## src/logic/event_timer_regs.svh

```systemverilog
// register map, field positions, reset values and timing counts of the timer bank
// assumes byte addresses relative to the memory-mapped register base
`ifndef EVENT_TIMER_REGS_SVH
`define EVENT_TIMER_REGS_SVH

`define TIMER_BASE_0 32'h0010_0C00
`define TIMER_BASE_1 32'h0010_0C20
`define TIMER_BASE_2 32'h0010_0C40
`define TIMER_BASE_3 32'h0010_0C60
`define TIMER_STRIDE 32'h0000_0020
`define TIMER_BLOCK_MASK 32'hFFFF_FF80
`define TIMER_SEL_LSB 5
`define TIMER_WRAP_LIMIT_OFS 5'h00
`define TIMER_COUNT_OFS 5'h04
`define TIMER_CONTROL_OFS 5'h08

`define IRQ_STATUS_ADDR 32'h0010_0C80
`define IRQ_ENABLE_ADDR 32'h0010_0C84
`define IRQ_CLEAR_ADDR 32'h0010_0C88

`define CTL_RUN_BIT 0
`define CTL_SRC_LSB 4
`define CTL_SRC_MSB 7
`define CTL_WIDTH 8

`define CONTROL_RESET 8'h00
`define COUNT_RESET 32'h0000_0000
`define WRAP_LIMIT_RESET 32'h0000_0000
`define IRQ_RESET 4'h0

`define DIVIDED_CPU_CLOCK_SOURCE_DIV_DEFAULT 16
`define NUM_TIMERS 4

`endif

```

## src/logic/event_timer_pkg.sv

```systemverilog
// types shared by the timer bank
// assumes the constants of event_timer_regs.svh
package event_timer_pkg;

  typedef enum logic [3:0] {
    SRC_CPU_CLOCK = 4'b0000,
    SRC_DIVIDED_CPU_CLOCK = 4'b0001,
    SRC_EXT_TIMER_CLOCK = 4'b0010,
    SRC_DATA_BREAKPOINT = 4'b0011,
    SRC_INSTRUCTION_BREAKPOINT = 4'b0100,
    SRC_CACHE_EVENT_ONE = 4'b0101,
    SRC_CACHE_EVENT_TWO = 4'b0110,
    SRC_VIDEO_IN_CLOCK = 4'b0111,
    SRC_VIDEO_OUT_CLOCK = 4'b1000,
    SRC_AUDIO_IN_STROBE = 4'b1001,
    SRC_AUDIO_OUT_STROBE = 4'b1010,
    SRC_SERIAL_RX_SYNC = 4'b1011,
    SRC_SERIAL_TX_SYNC = 4'b1100
  } event_source_t;

  typedef enum logic [1:0] {
    REG_WRAP_LIMIT = 2'b00,
    REG_COUNT = 2'b01,
    REG_CONTROL = 2'b10,
    REG_NONE = 2'b11
  } timer_reg_t;

endpackage : event_timer_pkg

```

## src/logic/event_timer_counter_bank.sv

```systemverilog
// bank of four modulo event timer/counters with an apb register slave
// assumes event inputs and pins synchronous to pclk; cache event choice made elsewhere
//
// The APB slave port and the register addresses were decided locally.
`timescale 1ns/1ps
`include "event_timer_regs.svh"

// Overview of operation
// - four identical timers; the fourth is kept for system software only.
// - select values 0..6 pick cpu clock, divided clock, external pin, breakpoints, caches.
// - select values 7..12 pick video, audio and serial pins; 13..15 count nothing.
// - data breakpoint source may add zero, one or two per cycle; others one.
// - pin sources count only rising transitions of the pin.
// - which cache events are counted is chosen outside, by another register.
// - when count plus increment reaches the modulus it wraps to 0 or 1, irq raised.
// - timer irq needs no acknowledge; controller source should be edge mode.
// - timer counts only while its run bit is set, otherwise holds.
// - writing the modulus leaves the count untouched.
// - a store making count equal modulus gives no irq; count runs past and wraps.
// - a zero modulus acts as two to the power 32.
// - reset clears each control register.
// - timer irqs feed controller sources 5, 6, 7 and 8, edge mode.
// - each timer's registers sit at its own base 0x100C00 + 0x20 per timer.
module event_timer_counter_bank
  import event_timer_pkg::*;
#(
  parameter int DIVIDED_CPU_CLOCK_SOURCE_DIV = `DIVIDED_CPU_CLOCK_SOURCE_DIV_DEFAULT
) (
  input wire logic pclk,
  input wire logic presetn,
  input wire logic psel,
  input wire logic penable,
  input wire logic pwrite,
  input wire logic [31:0] paddr,
  input wire logic [31:0] pwdata,
  output logic [31:0] prdata,
  output logic pready,
  output logic pslverr,
  input wire logic external_timer_clock_pin,
  input wire logic [1:0] data_breakpoint_event,
  input wire logic instruction_breakpoint_event,
  input wire logic cache_event_one,
  input wire logic cache_event_two,
  input wire logic video_in_clock_pin,
  input wire logic video_out_clock_pin,
  input wire logic audio_in_word_strobe,
  input wire logic audio_out_word_strobe,
  input wire logic serial_rx_frame_sync,
  input wire logic serial_tx_frame_sync,
  output logic [3:0] timer_irq,
  output logic irq
);

  localparam int NT = `NUM_TIMERS;
  localparam int NPIN = 7;

  logic [31:0] timer_wrap_limit_reg [NT];
  logic [31:0] timer_count_reg [NT];
  logic [`CTL_WIDTH-1:0] timer_control_reg [NT];
  logic [NT-1:0] wrap;
  logic [NT-1:0] irq_status;
  logic [NT-1:0] irq_enable;

  // prescaler shared by all timers; ratio left as a parameter
  logic [15:0] divided_cpu_clock_source_cnt;
  logic divided_cpu_clock_source;
  logic divided_cpu_clock_source_last;

  // one shared divider keeps the divided source in step for every timer
  assign divided_cpu_clock_source_last = divided_cpu_clock_source_cnt == 16'(DIVIDED_CPU_CLOCK_SOURCE_DIV - 1);

  always_ff @(posedge pclk or negedge presetn) begin
    if (!presetn) begin
      divided_cpu_clock_source_cnt <= 16'h0000;
    end else if (divided_cpu_clock_source_last) begin
      divided_cpu_clock_source_cnt <= 16'h0000;
    end else begin
      divided_cpu_clock_source_cnt <= divided_cpu_clock_source_cnt + 16'h0001;
    end
  end

  // one-cycle pulse per divider period
  always_ff @(posedge pclk or negedge presetn) begin
    if (!presetn) begin
      divided_cpu_clock_source <= 1'b0;
    end else begin
      divided_cpu_clock_source <= divided_cpu_clock_source_last;
    end
  end

  // pin edge detection; only rising transitions count
  logic [NPIN-1:0] pin_now;
  logic [NPIN-1:0] pin_prev;
  logic [NPIN-1:0] pin_rise;

  assign pin_now[0] = external_timer_clock_pin;
  assign pin_now[1] = video_in_clock_pin;
  assign pin_now[2] = video_out_clock_pin;
  assign pin_now[3] = audio_in_word_strobe;
  assign pin_now[4] = audio_out_word_strobe;
  assign pin_now[5] = serial_rx_frame_sync;
  assign pin_now[6] = serial_tx_frame_sync;
  assign pin_rise = pin_now & ~pin_prev;

  always_ff @(posedge pclk or negedge presetn) begin
    if (!presetn) begin
      pin_prev <= 7'h00;
    end else begin
      pin_prev <= pin_now;
    end
  end

  // apb decode
  logic hit_timer;
  logic [1:0] sel_timer;
  timer_reg_t sel_reg;
  logic hit_status;
  logic hit_enable;
  logic hit_clear;
  logic mapped;
  logic wr_take;
  logic [NT-1:0] clear_req;

  assign hit_timer = (paddr & `TIMER_BLOCK_MASK) == `TIMER_BASE_0;
  assign sel_timer = paddr[`TIMER_SEL_LSB +: 2];
  assign hit_status = paddr == `IRQ_STATUS_ADDR;
  assign hit_enable = paddr == `IRQ_ENABLE_ADDR;
  assign hit_clear = paddr == `IRQ_CLEAR_ADDR;

  always_comb begin
    sel_reg = REG_NONE;
    if (hit_timer) begin
      case (paddr[4:0])
        `TIMER_WRAP_LIMIT_OFS: sel_reg = REG_WRAP_LIMIT;
        `TIMER_COUNT_OFS: sel_reg = REG_COUNT;
        `TIMER_CONTROL_OFS: sel_reg = REG_CONTROL;
        default: sel_reg = REG_NONE;
      endcase
    end
  end

  assign mapped = (sel_reg != REG_NONE) || hit_status || hit_enable || hit_clear;
  // a write lands at the edge where the master sees pready high
  assign wr_take = psel && penable && pready && pwrite && mapped;
  // ones written to the clear word drop the matching status bits
  assign clear_req = (wr_take && hit_clear) ? pwdata[NT-1:0] : 4'h0;

  // one timer per generate pass; timer 3 is the system reserved timer
  genvar t;
  generate
    for (t = 0; t < NT; t++) begin : g_timer
      logic [1:0] inc;
      logic [1:0] src_inc;
      logic [32:0] eff_limit;
      logic [32:0] sum;
      logic sw_store;
      logic store_limit;
      logic store_count;
      logic store_control;
      logic run;
      logic below_limit;
      logic reaches_limit;
      logic [3:0] src;

      assign src = timer_control_reg[t][`CTL_SRC_MSB:`CTL_SRC_LSB];
      assign run = timer_control_reg[t][`CTL_RUN_BIT];
      // only the three words of this timer count as a store to it
      assign sw_store = wr_take && (sel_reg != REG_NONE) && (sel_timer == 2'(t));
      assign store_limit = sw_store && (sel_reg == REG_WRAP_LIMIT);
      assign store_count = sw_store && (sel_reg == REG_COUNT);
      assign store_control = sw_store && (sel_reg == REG_CONTROL);

      always_comb begin
        src_inc = 2'd0;
        case (src)
          SRC_CPU_CLOCK: src_inc = 2'd1;
          SRC_DIVIDED_CPU_CLOCK: src_inc = {1'b0, divided_cpu_clock_source};
          SRC_EXT_TIMER_CLOCK: src_inc = {1'b0, pin_rise[0]};
          SRC_DATA_BREAKPOINT: src_inc = data_breakpoint_event;
          SRC_INSTRUCTION_BREAKPOINT: src_inc = {1'b0, instruction_breakpoint_event};
          // which cache events these are is chosen outside
          SRC_CACHE_EVENT_ONE: src_inc = {1'b0, cache_event_one};
          SRC_CACHE_EVENT_TWO: src_inc = {1'b0, cache_event_two};
          SRC_VIDEO_IN_CLOCK: src_inc = {1'b0, pin_rise[1]};
          SRC_VIDEO_OUT_CLOCK: src_inc = {1'b0, pin_rise[2]};
          SRC_AUDIO_IN_STROBE: src_inc = {1'b0, pin_rise[3]};
          SRC_AUDIO_OUT_STROBE: src_inc = {1'b0, pin_rise[4]};
          SRC_SERIAL_RX_SYNC: src_inc = {1'b0, pin_rise[5]};
          SRC_SERIAL_TX_SYNC: src_inc = {1'b0, pin_rise[6]};
          // 13..15 count nothing
          default: src_inc = 2'd0;
        endcase
      end

      // a stopped timer holds its count
      assign inc = run ? src_inc : 2'd0;

      // zero limit means a full 2^32 cycle
      assign eff_limit = (timer_wrap_limit_reg[t] == 32'h0000_0000) ?
                         33'h1_0000_0000 : {1'b0, timer_wrap_limit_reg[t]};
      assign sum = {1'b0, timer_count_reg[t]} + {31'h0000_0000, inc};
      // a count already at or past the limit must roll over first
      assign below_limit = {1'b0, timer_count_reg[t]} < eff_limit;
      assign reaches_limit = sum >= eff_limit;
      assign wrap[t] = !sw_store && (inc != 2'd0) && below_limit && reaches_limit;

      always_ff @(posedge pclk or negedge presetn) begin
        if (!presetn) begin
          timer_control_reg[t] <= `CONTROL_RESET;
        end else if (store_control) begin
          timer_control_reg[t] <= pwdata[`CTL_WIDTH-1:0];
        end
      end

      // store to the limit leaves the count alone
      always_ff @(posedge pclk or negedge presetn) begin
        if (!presetn) begin
          timer_wrap_limit_reg[t] <= `WRAP_LIMIT_RESET;
        end else if (store_limit) begin
          timer_wrap_limit_reg[t] <= pwdata;
        end
      end

      // a software store wins over counting in the same cycle
      always_ff @(posedge pclk or negedge presetn) begin
        if (!presetn) begin
          timer_count_reg[t] <= `COUNT_RESET;
        end else if (store_count) begin
          timer_count_reg[t] <= pwdata;
        end else if (sw_store) begin
          // any store to this timer skips counting for that cycle
          timer_count_reg[t] <= timer_count_reg[t];
        end else if (wrap[t]) begin
          timer_count_reg[t] <= 32'(sum - eff_limit);
        end else begin
          timer_count_reg[t] <= sum[31:0];
        end
      end
    end
  endgenerate

  // one-cycle request per wrap, to controller sources 5..8; no ack needed
  always_ff @(posedge pclk or negedge presetn) begin
    if (!presetn) begin
      timer_irq <= `IRQ_RESET;
    end else begin
      timer_irq <= wrap;
    end
  end

  // sticky status: a wrap in the clearing cycle wins over the clear
  always_ff @(posedge pclk or negedge presetn) begin
    if (!presetn) begin
      irq_status <= `IRQ_RESET;
    end else begin
      irq_status <= (irq_status & ~clear_req) | wrap;
    end
  end

  // enable gates only the level output; status bits are set regardless
  always_ff @(posedge pclk or negedge presetn) begin
    if (!presetn) begin
      irq_enable <= `IRQ_RESET;
    end else if (wr_take && hit_enable) begin
      irq_enable <= pwdata[NT-1:0];
    end
  end

  // level output; trails the status by one cycle to stay a flop output
  always_ff @(posedge pclk or negedge presetn) begin
    if (!presetn) begin
      irq <= 1'b0;
    end else begin
      irq <= |(irq_status & irq_enable);
    end
  end

  // read mux; timer words and bank words are picked apart
  logic [31:0] rd_value;
  logic [31:0] rd_timer;
  logic [31:0] rd_bank;

  always_comb begin
    rd_timer = 32'h0000_0000;
    case (sel_reg)
      REG_WRAP_LIMIT: rd_timer = timer_wrap_limit_reg[sel_timer];
      REG_COUNT: rd_timer = timer_count_reg[sel_timer];
      REG_CONTROL: rd_timer = {24'h00_0000, timer_control_reg[sel_timer]};
      default: rd_timer = 32'h0000_0000;
    endcase
  end

  // the clear word is write only and reads as zero
  always_comb begin
    rd_bank = 32'h0000_0000;
    if (hit_status) begin
      rd_bank = {28'h000_0000, irq_status};
    end else if (hit_enable) begin
      rd_bank = {28'h000_0000, irq_enable};
    end
  end

  assign rd_value = (sel_reg != REG_NONE) ? rd_timer : rd_bank;

  // one wait state: pready rises after the first access cycle, falls after
  logic first_access;

  assign first_access = psel && penable && !pready;

  always_ff @(posedge pclk or negedge presetn) begin
    if (!presetn) begin
      pready <= 1'b0;
    end else begin
      pready <= first_access;
    end
  end

  // unmapped addresses answer with an error and change nothing
  always_ff @(posedge pclk or negedge presetn) begin
    if (!presetn) begin
      pslverr <= 1'b0;
    end else begin
      pslverr <= first_access && !mapped;
    end
  end

  // read data stands only with pready, zero otherwise
  always_ff @(posedge pclk or negedge presetn) begin
    if (!presetn) begin
      prdata <= 32'h0000_0000;
    end else if (first_access && !pwrite) begin
      prdata <= rd_value;
    end else begin
      prdata <= 32'h0000_0000;
    end
  end

endmodule : event_timer_counter_bank

```

## config.mk

```make
export PLATFORM = sky130hd
export DESIGN_NAME = event_timer_counter_bank
export DESIGN_NICKNAME = d
export VERILOG_FILES = /design/src/logic/event_timer_pkg.sv /design/src/logic/event_timer_counter_bank.sv
export VERILOG_INCLUDE_DIRS = /design/src /design/src/logic
export SDC_FILE = /design/constraint.sdc
export NUM_CORES = 1
export LEC_CHECK = 0
export BUFFER_PORTS_ARGS = -buffer_cell sky130_fd_sc_hd__buf_2
export CORE_ASPECT_RATIO = 0.5
export CORE_MARGIN = 2
export CORE_UTILIZATION = 64
export CTS_BUF_LIST = sky130_fd_sc_hd__clkbuf_16
export DETAILED_ROUTE_END_ITERATION = 8
export PLACE_DENSITY = 0.81
export SYNTH_ARGS = -nofsm -noshare
export SYNTH_HDL_FRONTEND = slang
export SYNTH_SLANG_ARGS = --single-unit
```

## constraint.sdc

```tcl
create_clock -name pclk -period 7.35 [get_ports pclk]
set_input_delay 0.3675 -clock pclk [delete_from_list [all_inputs] [get_ports pclk]]
set_output_delay 0.3675 -clock pclk [all_outputs]
set_load 0.01 [all_outputs]
```

==> Word level (Yosys, flattened, before mapping) <==
Cells that the tools add are included.
{ "classes": {"n_eq_ne": 65, "n_addsub": 9, "n_mux": 42, "n_reduce_logical": 64, "n_bitwise": 7, "magnitude_cmp": 9} }
{ "op_table": {"columns": ["cell", "count"], "rows": [
  ["two-way mux 32 bit", 18],
  ["adder 32 x 2 -> 33 bit", 4],
  ["greater-or-equal comparator 33 bit", 4],
  ["< comparator 32 x 33 -> 1 bit", 4],
  ["two-way mux 33 bit", 4],
  ["binary-select mux 32 bit (select 2 bit)", 2],
  ["zero test 32 bit", 4],
  ["subtractor 32 bit", 4],
  ["one-hot mux 2 bit (13 select lines)", 4],
  ["equality test 32 x 21 -> 1 bit (second input constant)", 3],
  ["one-hot mux 32 bit (3 select lines)", 1],
  ["equality test 4 bit (second input constant)", 20],
  ["equality test 4 x 3 -> 1 bit (second input constant)", 16],
  ["logical AND 1 bit", 38],
  ["equality test 4 x 2 -> 1 bit (second input constant)", 8],
  ["equality test 25 x 14 -> 1 bit (second input constant)", 1],
  ["adder 16 x 1 -> 16 bit (second input constant)", 1],
  ["binary-select mux 8 bit (select 2 bit)", 1],
  ["equality test 16 x 4 -> 1 bit (second input constant)", 1],
  ["equality test 4 x 1 -> 1 bit (second input constant)", 4],
  ["zero test 4 bit", 4],
  ["two-way mux 16 bit", 1],
  ["two-way mux 8 bit", 2],
  ["two-way mux 4 bit", 3],
  ["other kinds (21)", 44]
]} }
{ "totals": {"elab_cells": 218, "inputBits": 81, "reg_bits": 359} }

==> Logic depth before layout (Yosys ltp) <==
{ "depth": {"ltp_word": 17, "depth_mapped": 29, "depth_no_buf": 27} }

==> Worst setup path before layout <==
Ideal clock, no wire load.
{ "synth_timing": {"path_type": "input port to flip-flop", "from": "in video_in_clock_pin", "to": "reg timer_count_reg[26] in the netlist's numbering", "slack_ns": 1.710, "arrival_ns": 5.502, "required_time_ns": 7.212, "path_buffers": 2, "cell_stages": 28, "setup_ns": 0.138, "cell_sequence": "nor2b_1 mux2i_1 mux4_2 a21boi_0 o21a_1 nor2b_1 ha_1 inv_1 fa_1 nand3b_1 or2_2 nor3_1 and3_1 clkbuf_1 nand4_1 xnor2_1 ha_1 a21o_1 a21o_1 a21oi_1 nand2_1 a311oi_2 nor3_1 o211ai_4 inv_4 buf_2 o21ai_0 o22ai_1"} }
{ "synth_via": {"elab_chain_cells": 10} }
{ "synth_rtl": {"columns": ["item", "line_no", "text"], "rows": [
  ["from (decl)", "event_timer_counter_bank.sv:44", "input wire logic video_in_clock_pin,"],
  ["AND 7 bit *", "event_timer_counter_bank.sv:103", "assign pin_rise = pin_now & ~pin_prev;"],
  ["one-hot mux 2 bit (13 select lines) *", "event_timer_counter_bank.sv:175", "case (src)"],
  ["two-way mux 2 bit *", "event_timer_counter_bank.sv:196", "assign inc = run ? src_inc : 2'd0;"],
  ["parallel branches: the longest is 4 deep, another holds adder 32 x 2 -> 33 bit", null, null],
  ["two-way mux 32 bit *", "event_timer_counter_bank.sv:233", "end else if (wrap[t]) begin"],
  ["two-way mux 32 bit *", "event_timer_counter_bank.sv:230", "end else if (sw_store) begin"],
  ["two-way mux 32 bit *", "event_timer_counter_bank.sv:228", "end else if (store_count) begin"],
  ["to (signal, indexed assignment)", "event_timer_counter_bank.sv:229", "timer_count_reg[t] <= pwdata;"],
  ["to (signal, indexed assignment)", "event_timer_counter_bank.sv:232", "timer_count_reg[t] <= timer_count_reg[t];"],
  ["to (signal, indexed assignment)", "event_timer_counter_bank.sv:234", "timer_count_reg[t] <= 32'(sum - eff_limit);"],
  ["to (decl)", "event_timer_counter_bank.sv:58", "logic [31:0] timer_count_reg [NT];"]
]} }
Mark *: on every way between the ends. The select of a mux whose other input is x is not followed.
A chain may end at the register's enable or synchronous reset.

==> Worst setup path after layout <==
{ "layout_timing": {"from": "reg timer_control_reg (netlist bit g_timer[0].src[1])", "to": "reg timer_count_reg[96] in the netlist's numbering"} }
{ "layout_via": {"elab_chain_cells": 10} }
{ "layout_rtl": {"columns": ["item", "line_no", "text"], "rows": [
  ["from (decl)", "event_timer_counter_bank.sv:59", "logic [`CTL_WIDTH-1:0] timer_control_reg [NT];"],
  ["from (signal, indexed assignment)", "event_timer_counter_bank.sv:209", "timer_control_reg[t] <= `CONTROL_RESET;"],
  ["from (signal, indexed assignment)", "event_timer_counter_bank.sv:211", "timer_control_reg[t] <= pwdata[`CTL_WIDTH-1:0];"],
  ["equality test 4 bit (tied with other cells)", "event_timer_counter_bank.sv:175", null],
  ["one-hot mux 2 bit (13 select lines) *", "event_timer_counter_bank.sv:175", null],
  ["two-way mux 2 bit *", "event_timer_counter_bank.sv:196", null],
  ["parallel branches: the longest is 4 deep, another holds adder 32 x 2 -> 33 bit", null, null],
  ["two-way mux 32 bit *", "event_timer_counter_bank.sv:233", null],
  ["two-way mux 32 bit *", "event_timer_counter_bank.sv:230", null],
  ["two-way mux 32 bit *", "event_timer_counter_bank.sv:228", null]
]} }
Marked as above.

==> out/qor.yml <==
outcome: "complete, no violations"
portBuffers: 119
layout_commonest_cell: "dfrtp_1"
die_h_um: 158.0
synth_compound_area_frac: 0.1828
cts_max_path_buffers: 3
rsz0062_at_grt: "no"
ir_drop_v: 0.0001562
synth-edff-count: 0
yosysSeqAreaShare: 0.2960
synth_top_area_share: 0.2960
finalSetupViolCount: 0
p_clk_frac: 0.497
worst_ep_arrival_time_ns: 7.44
combPwrFrac: 0.035
rows: 56
r2r_slack_ns: 0.39
synthTopCellsByArea: "dfrtp_1 30%, ha_1 11%, mux2_2 6.3%"
critPathMaxFanout: 19
start_util: 0.6483
tritoncts: "built"
worstSetupEndpointType: "flip-flop"
cts_sinks: 359
finalCritPeriodShare: 0.9470
drive_gt1_frac: 0.1479
layout_common_cells: "359 x dfrtp_1, 275 x a21oi_1, 265 x ha_1, 191 x nor2_1"
via_per_inst: 7.141
vias: 28600
synth_adder_area_share: 0.1145
synth_top_flop_cell: "dfrtp_1"
syn_area_mm2: 0.03035
antenna_found_initial: 12
slew_violations: 0
startpoint_type: "flip-flop"
pwr-share-seq: 0.468
htree_levels: 2
timing.fmax_mhz: 143.7
die_w_um: 311.9
min_period_ns: 6.961
syn_nets: 3628
synth_area_leader_cell: "dfrtp_1"
muxShareOfSynthArea: 0.1413
hold_path_depth: 3
slew-limit-headroom: 0.07898
post_cts_resized: 0
yosysWarnings: 0
hold_class: "primary input to flip-flop"
first_global_vias: 26810
path_class: "flip-flop to flip-flop"
fin_nets: 3688
worst-slew-pin-transition_ns: 1.371
avgRoutedWirePerCell_um: 28.37
drt_pass1_iterations: 8
p_sw_frac: 0.2408
die_area_mm2: 0.04928
ant_nets: 0
placed_area_mm2: 0.03150
fill_cells: 3713
final_area_mm2: 0.03286
ys_async_sr_fraction: 1.000
netSwitchingPower_w: 0.001018
syn_area_per_cell_um2: 9.269
core_area_mm2: 0.04680
routed_wl_um: 113600
powerDensity_mw_per_mm2: 128.6
p_int_w: 0.003209
final.setup_skew_ns: 0.03362
synthXorXnorAreaFrac: 0.07042
maxCapViolCount: 0
reg2reg_depth: 26
ios: 120
synth-seq-cells: 359
setup-tns-final_ns: 0
hpwl_um: 87750
hold_viol: 0
dr.first_iter.drc_count: 4334
post-route-drc-count: 0
grt_pass1_wl_um: 168500
globalplace.congestion: 1.070
clock-root-buffer: "clkbuf_16"
synth_top_family_by_area: "compound AO/OA/AOI/OAI gates"
grt_overflow: 0
synth.distinct_cells: 86
clk_latency_ns: 0.58
grt_util_all_layers: 0.4574
worst_ep_required_time_ns: 7.83
cts_buffers: 36
synthCells: 3274
grt_max_degree: 139
power.leakage_nw: 15.49
syn2layout_area_growth_pct: 8.283
path_clk_slew_ns: 0.07
synth_simple_gate_area_frac: 0.1514
-- metal layers --
| metal | up-vias | global-route usage | wire (um) |
|---|---|---|---|
| met5 | - | 0.01976 | 234 |
| met3 | 255 | 0.2422 | 21310 |
| met4 | 13 | 0.1124 | 2861 |
| li1 | 12270 | - | - |
| met2 | 2034 | 0.6018 | 43050 |
| met1 | 14030 | 0.6468 | 46160 |
-- synthesized netlist by cell type, types with 8 or more instances --
master	number
mux2i_1	69
a22oi_1	29
or3_1	15
clkbuf_1	105
nor2b_1	44
mux2_2	170
a31oi_1	21
nor4_1	42
o21a_1	21
a211oi_1	118
dfrtp_1	359
or2_2	11
a21o_1	122
nor2_1	192
buf_1	16
o31ai_1	15
nand2b_1	33
fa_1	8
mux4_2	74
and4_1	15
o21bai_1	10
buf_2	16
xnor2_1	165
nand2_1	189
o211ai_1	17
nand3_1	103
nand4_1	64
o22ai_1	21
and3_1	53
and2_1	39
inv_1	185
xor2_1	79
a211o_1	15
ha_1	265
o21ai_0	99
a21oi_1	275
nor3_1	68
-- area by class of cell --
type / count / area (um2) / area share
Sequential cell: 359 / 8984 / 0.2734
Antenna cell: 7 / 17.52 / 0.0005331
Inverter: 188 / 708.2 / 0.02155
Clock inverter: 28 / 365.4 / 0.01112
Multi-Input combinational cell: 2582 / 20070 / 0.6108
Timing Repair Buffer: 167 / 1016 / 0.03092
Clock buffer: 36 / 900.9 / 0.02742
Tap cell: 638 / 798.3 / 0.02429
-- path summary, 6_finish.rpt --
kind / start / to
max reg2reg: g_timer[0].src[1]$_DFFE_PN0P_ / timer_count_reg[96]$_DFFE_PN0P_
max in group asynchronous: presetn / prdata[21]$_DFF_PN0_
min reg2reg: divided_cpu_clock_source_cnt[15]$_DFF_PN0_ / divided_cpu_clock_source_cnt[15]$_DFF_PN0_
min: penable / pready$_DFF_PN0_
min in group asynchronous: presetn / pin_prev[3]$_DFF_PN0_
max: g_timer[0].src[1]$_DFFE_PN0P_ / timer_count_reg[96]$_DFFE_PN0P_
-- stage by stage --
step / power, W / worst slack [ns] / util / hold slack (ns) / cells
final: 0.004227 / 0.3892 / 0.7020 / 0.06352 / 4005
after global placement: 0.002159 / 0.6385 / 0.6729 / 0.4669 / 3926
after global routing: 0.004304 / 0.01023 / 0.7018 / 0.09995 / 4001
after floorplan: 0.002068 / 1.710 / - / 0.07191 / 3274
after detailed placement: 0.002161 / 0.5498 / 0.6729 / 0.4757 / 3926
after CTS: 0.004219 / 0.5113 / 0.7017 / 0.05189 / 3998
-- logic make-up (layout without fill, tap and decap cells) --
logic type | after synthesis | after routing
flops | 359 | 359
fa+ha+maj | 273 | 273
mux | 314 | 314
compound gates | 848 | 848
xor+xnor | 244 | 244
simple gates | 903 | 903
other cells | 0 | 7
buf+inv | 333 | 419
-- critical path: stages (launching register included) --
cell,delay [ns]
dfrtp_1,0.55
mux2_2,0.37
a221oi_1,0.30
a211oi_1,0.09
a211oi_1,0.55
buf_4,0.27
nor2b_1,0.06
ha_1,0.20
fa_1,0.43
nand2_1,0.12
nor3_1,0.11
and4_1,0.28
and4_1,0.27
and4_1,0.29
xor2_1,0.19
ha_1,0.42
and3_1,0.22
nand4_1,0.15
or4b_1,0.48
o21ai_0,0.16
a21o_1,0.14
a311oi_1,0.10
o31a_4,0.16
nor2_8,0.11
buf_4,0.33
mux2_4,0.34
mux2i_1,0.13
-- power by group through the flow --
stage	combinational, W	sequential (W)	clock [W]
6_report	0.000149	0.00198	0.00210
3_3_place_gp	0.000142	0.00202	0
4_1_cts	0.000148	0.00198	0.00209
2_1_floorplan	0.0000510	0.00202	0
5_1_grt	0.000161	0.00198	0.00216
3_5_place_dp	0.000144	0.00202	0
-- timing repair --
item | CTS | global route
hold endpoints to repair | 102 | 0
buffers inserted | 0 | 0
hold buffers | 8 | 0
(Power assumes the default switching activity.)
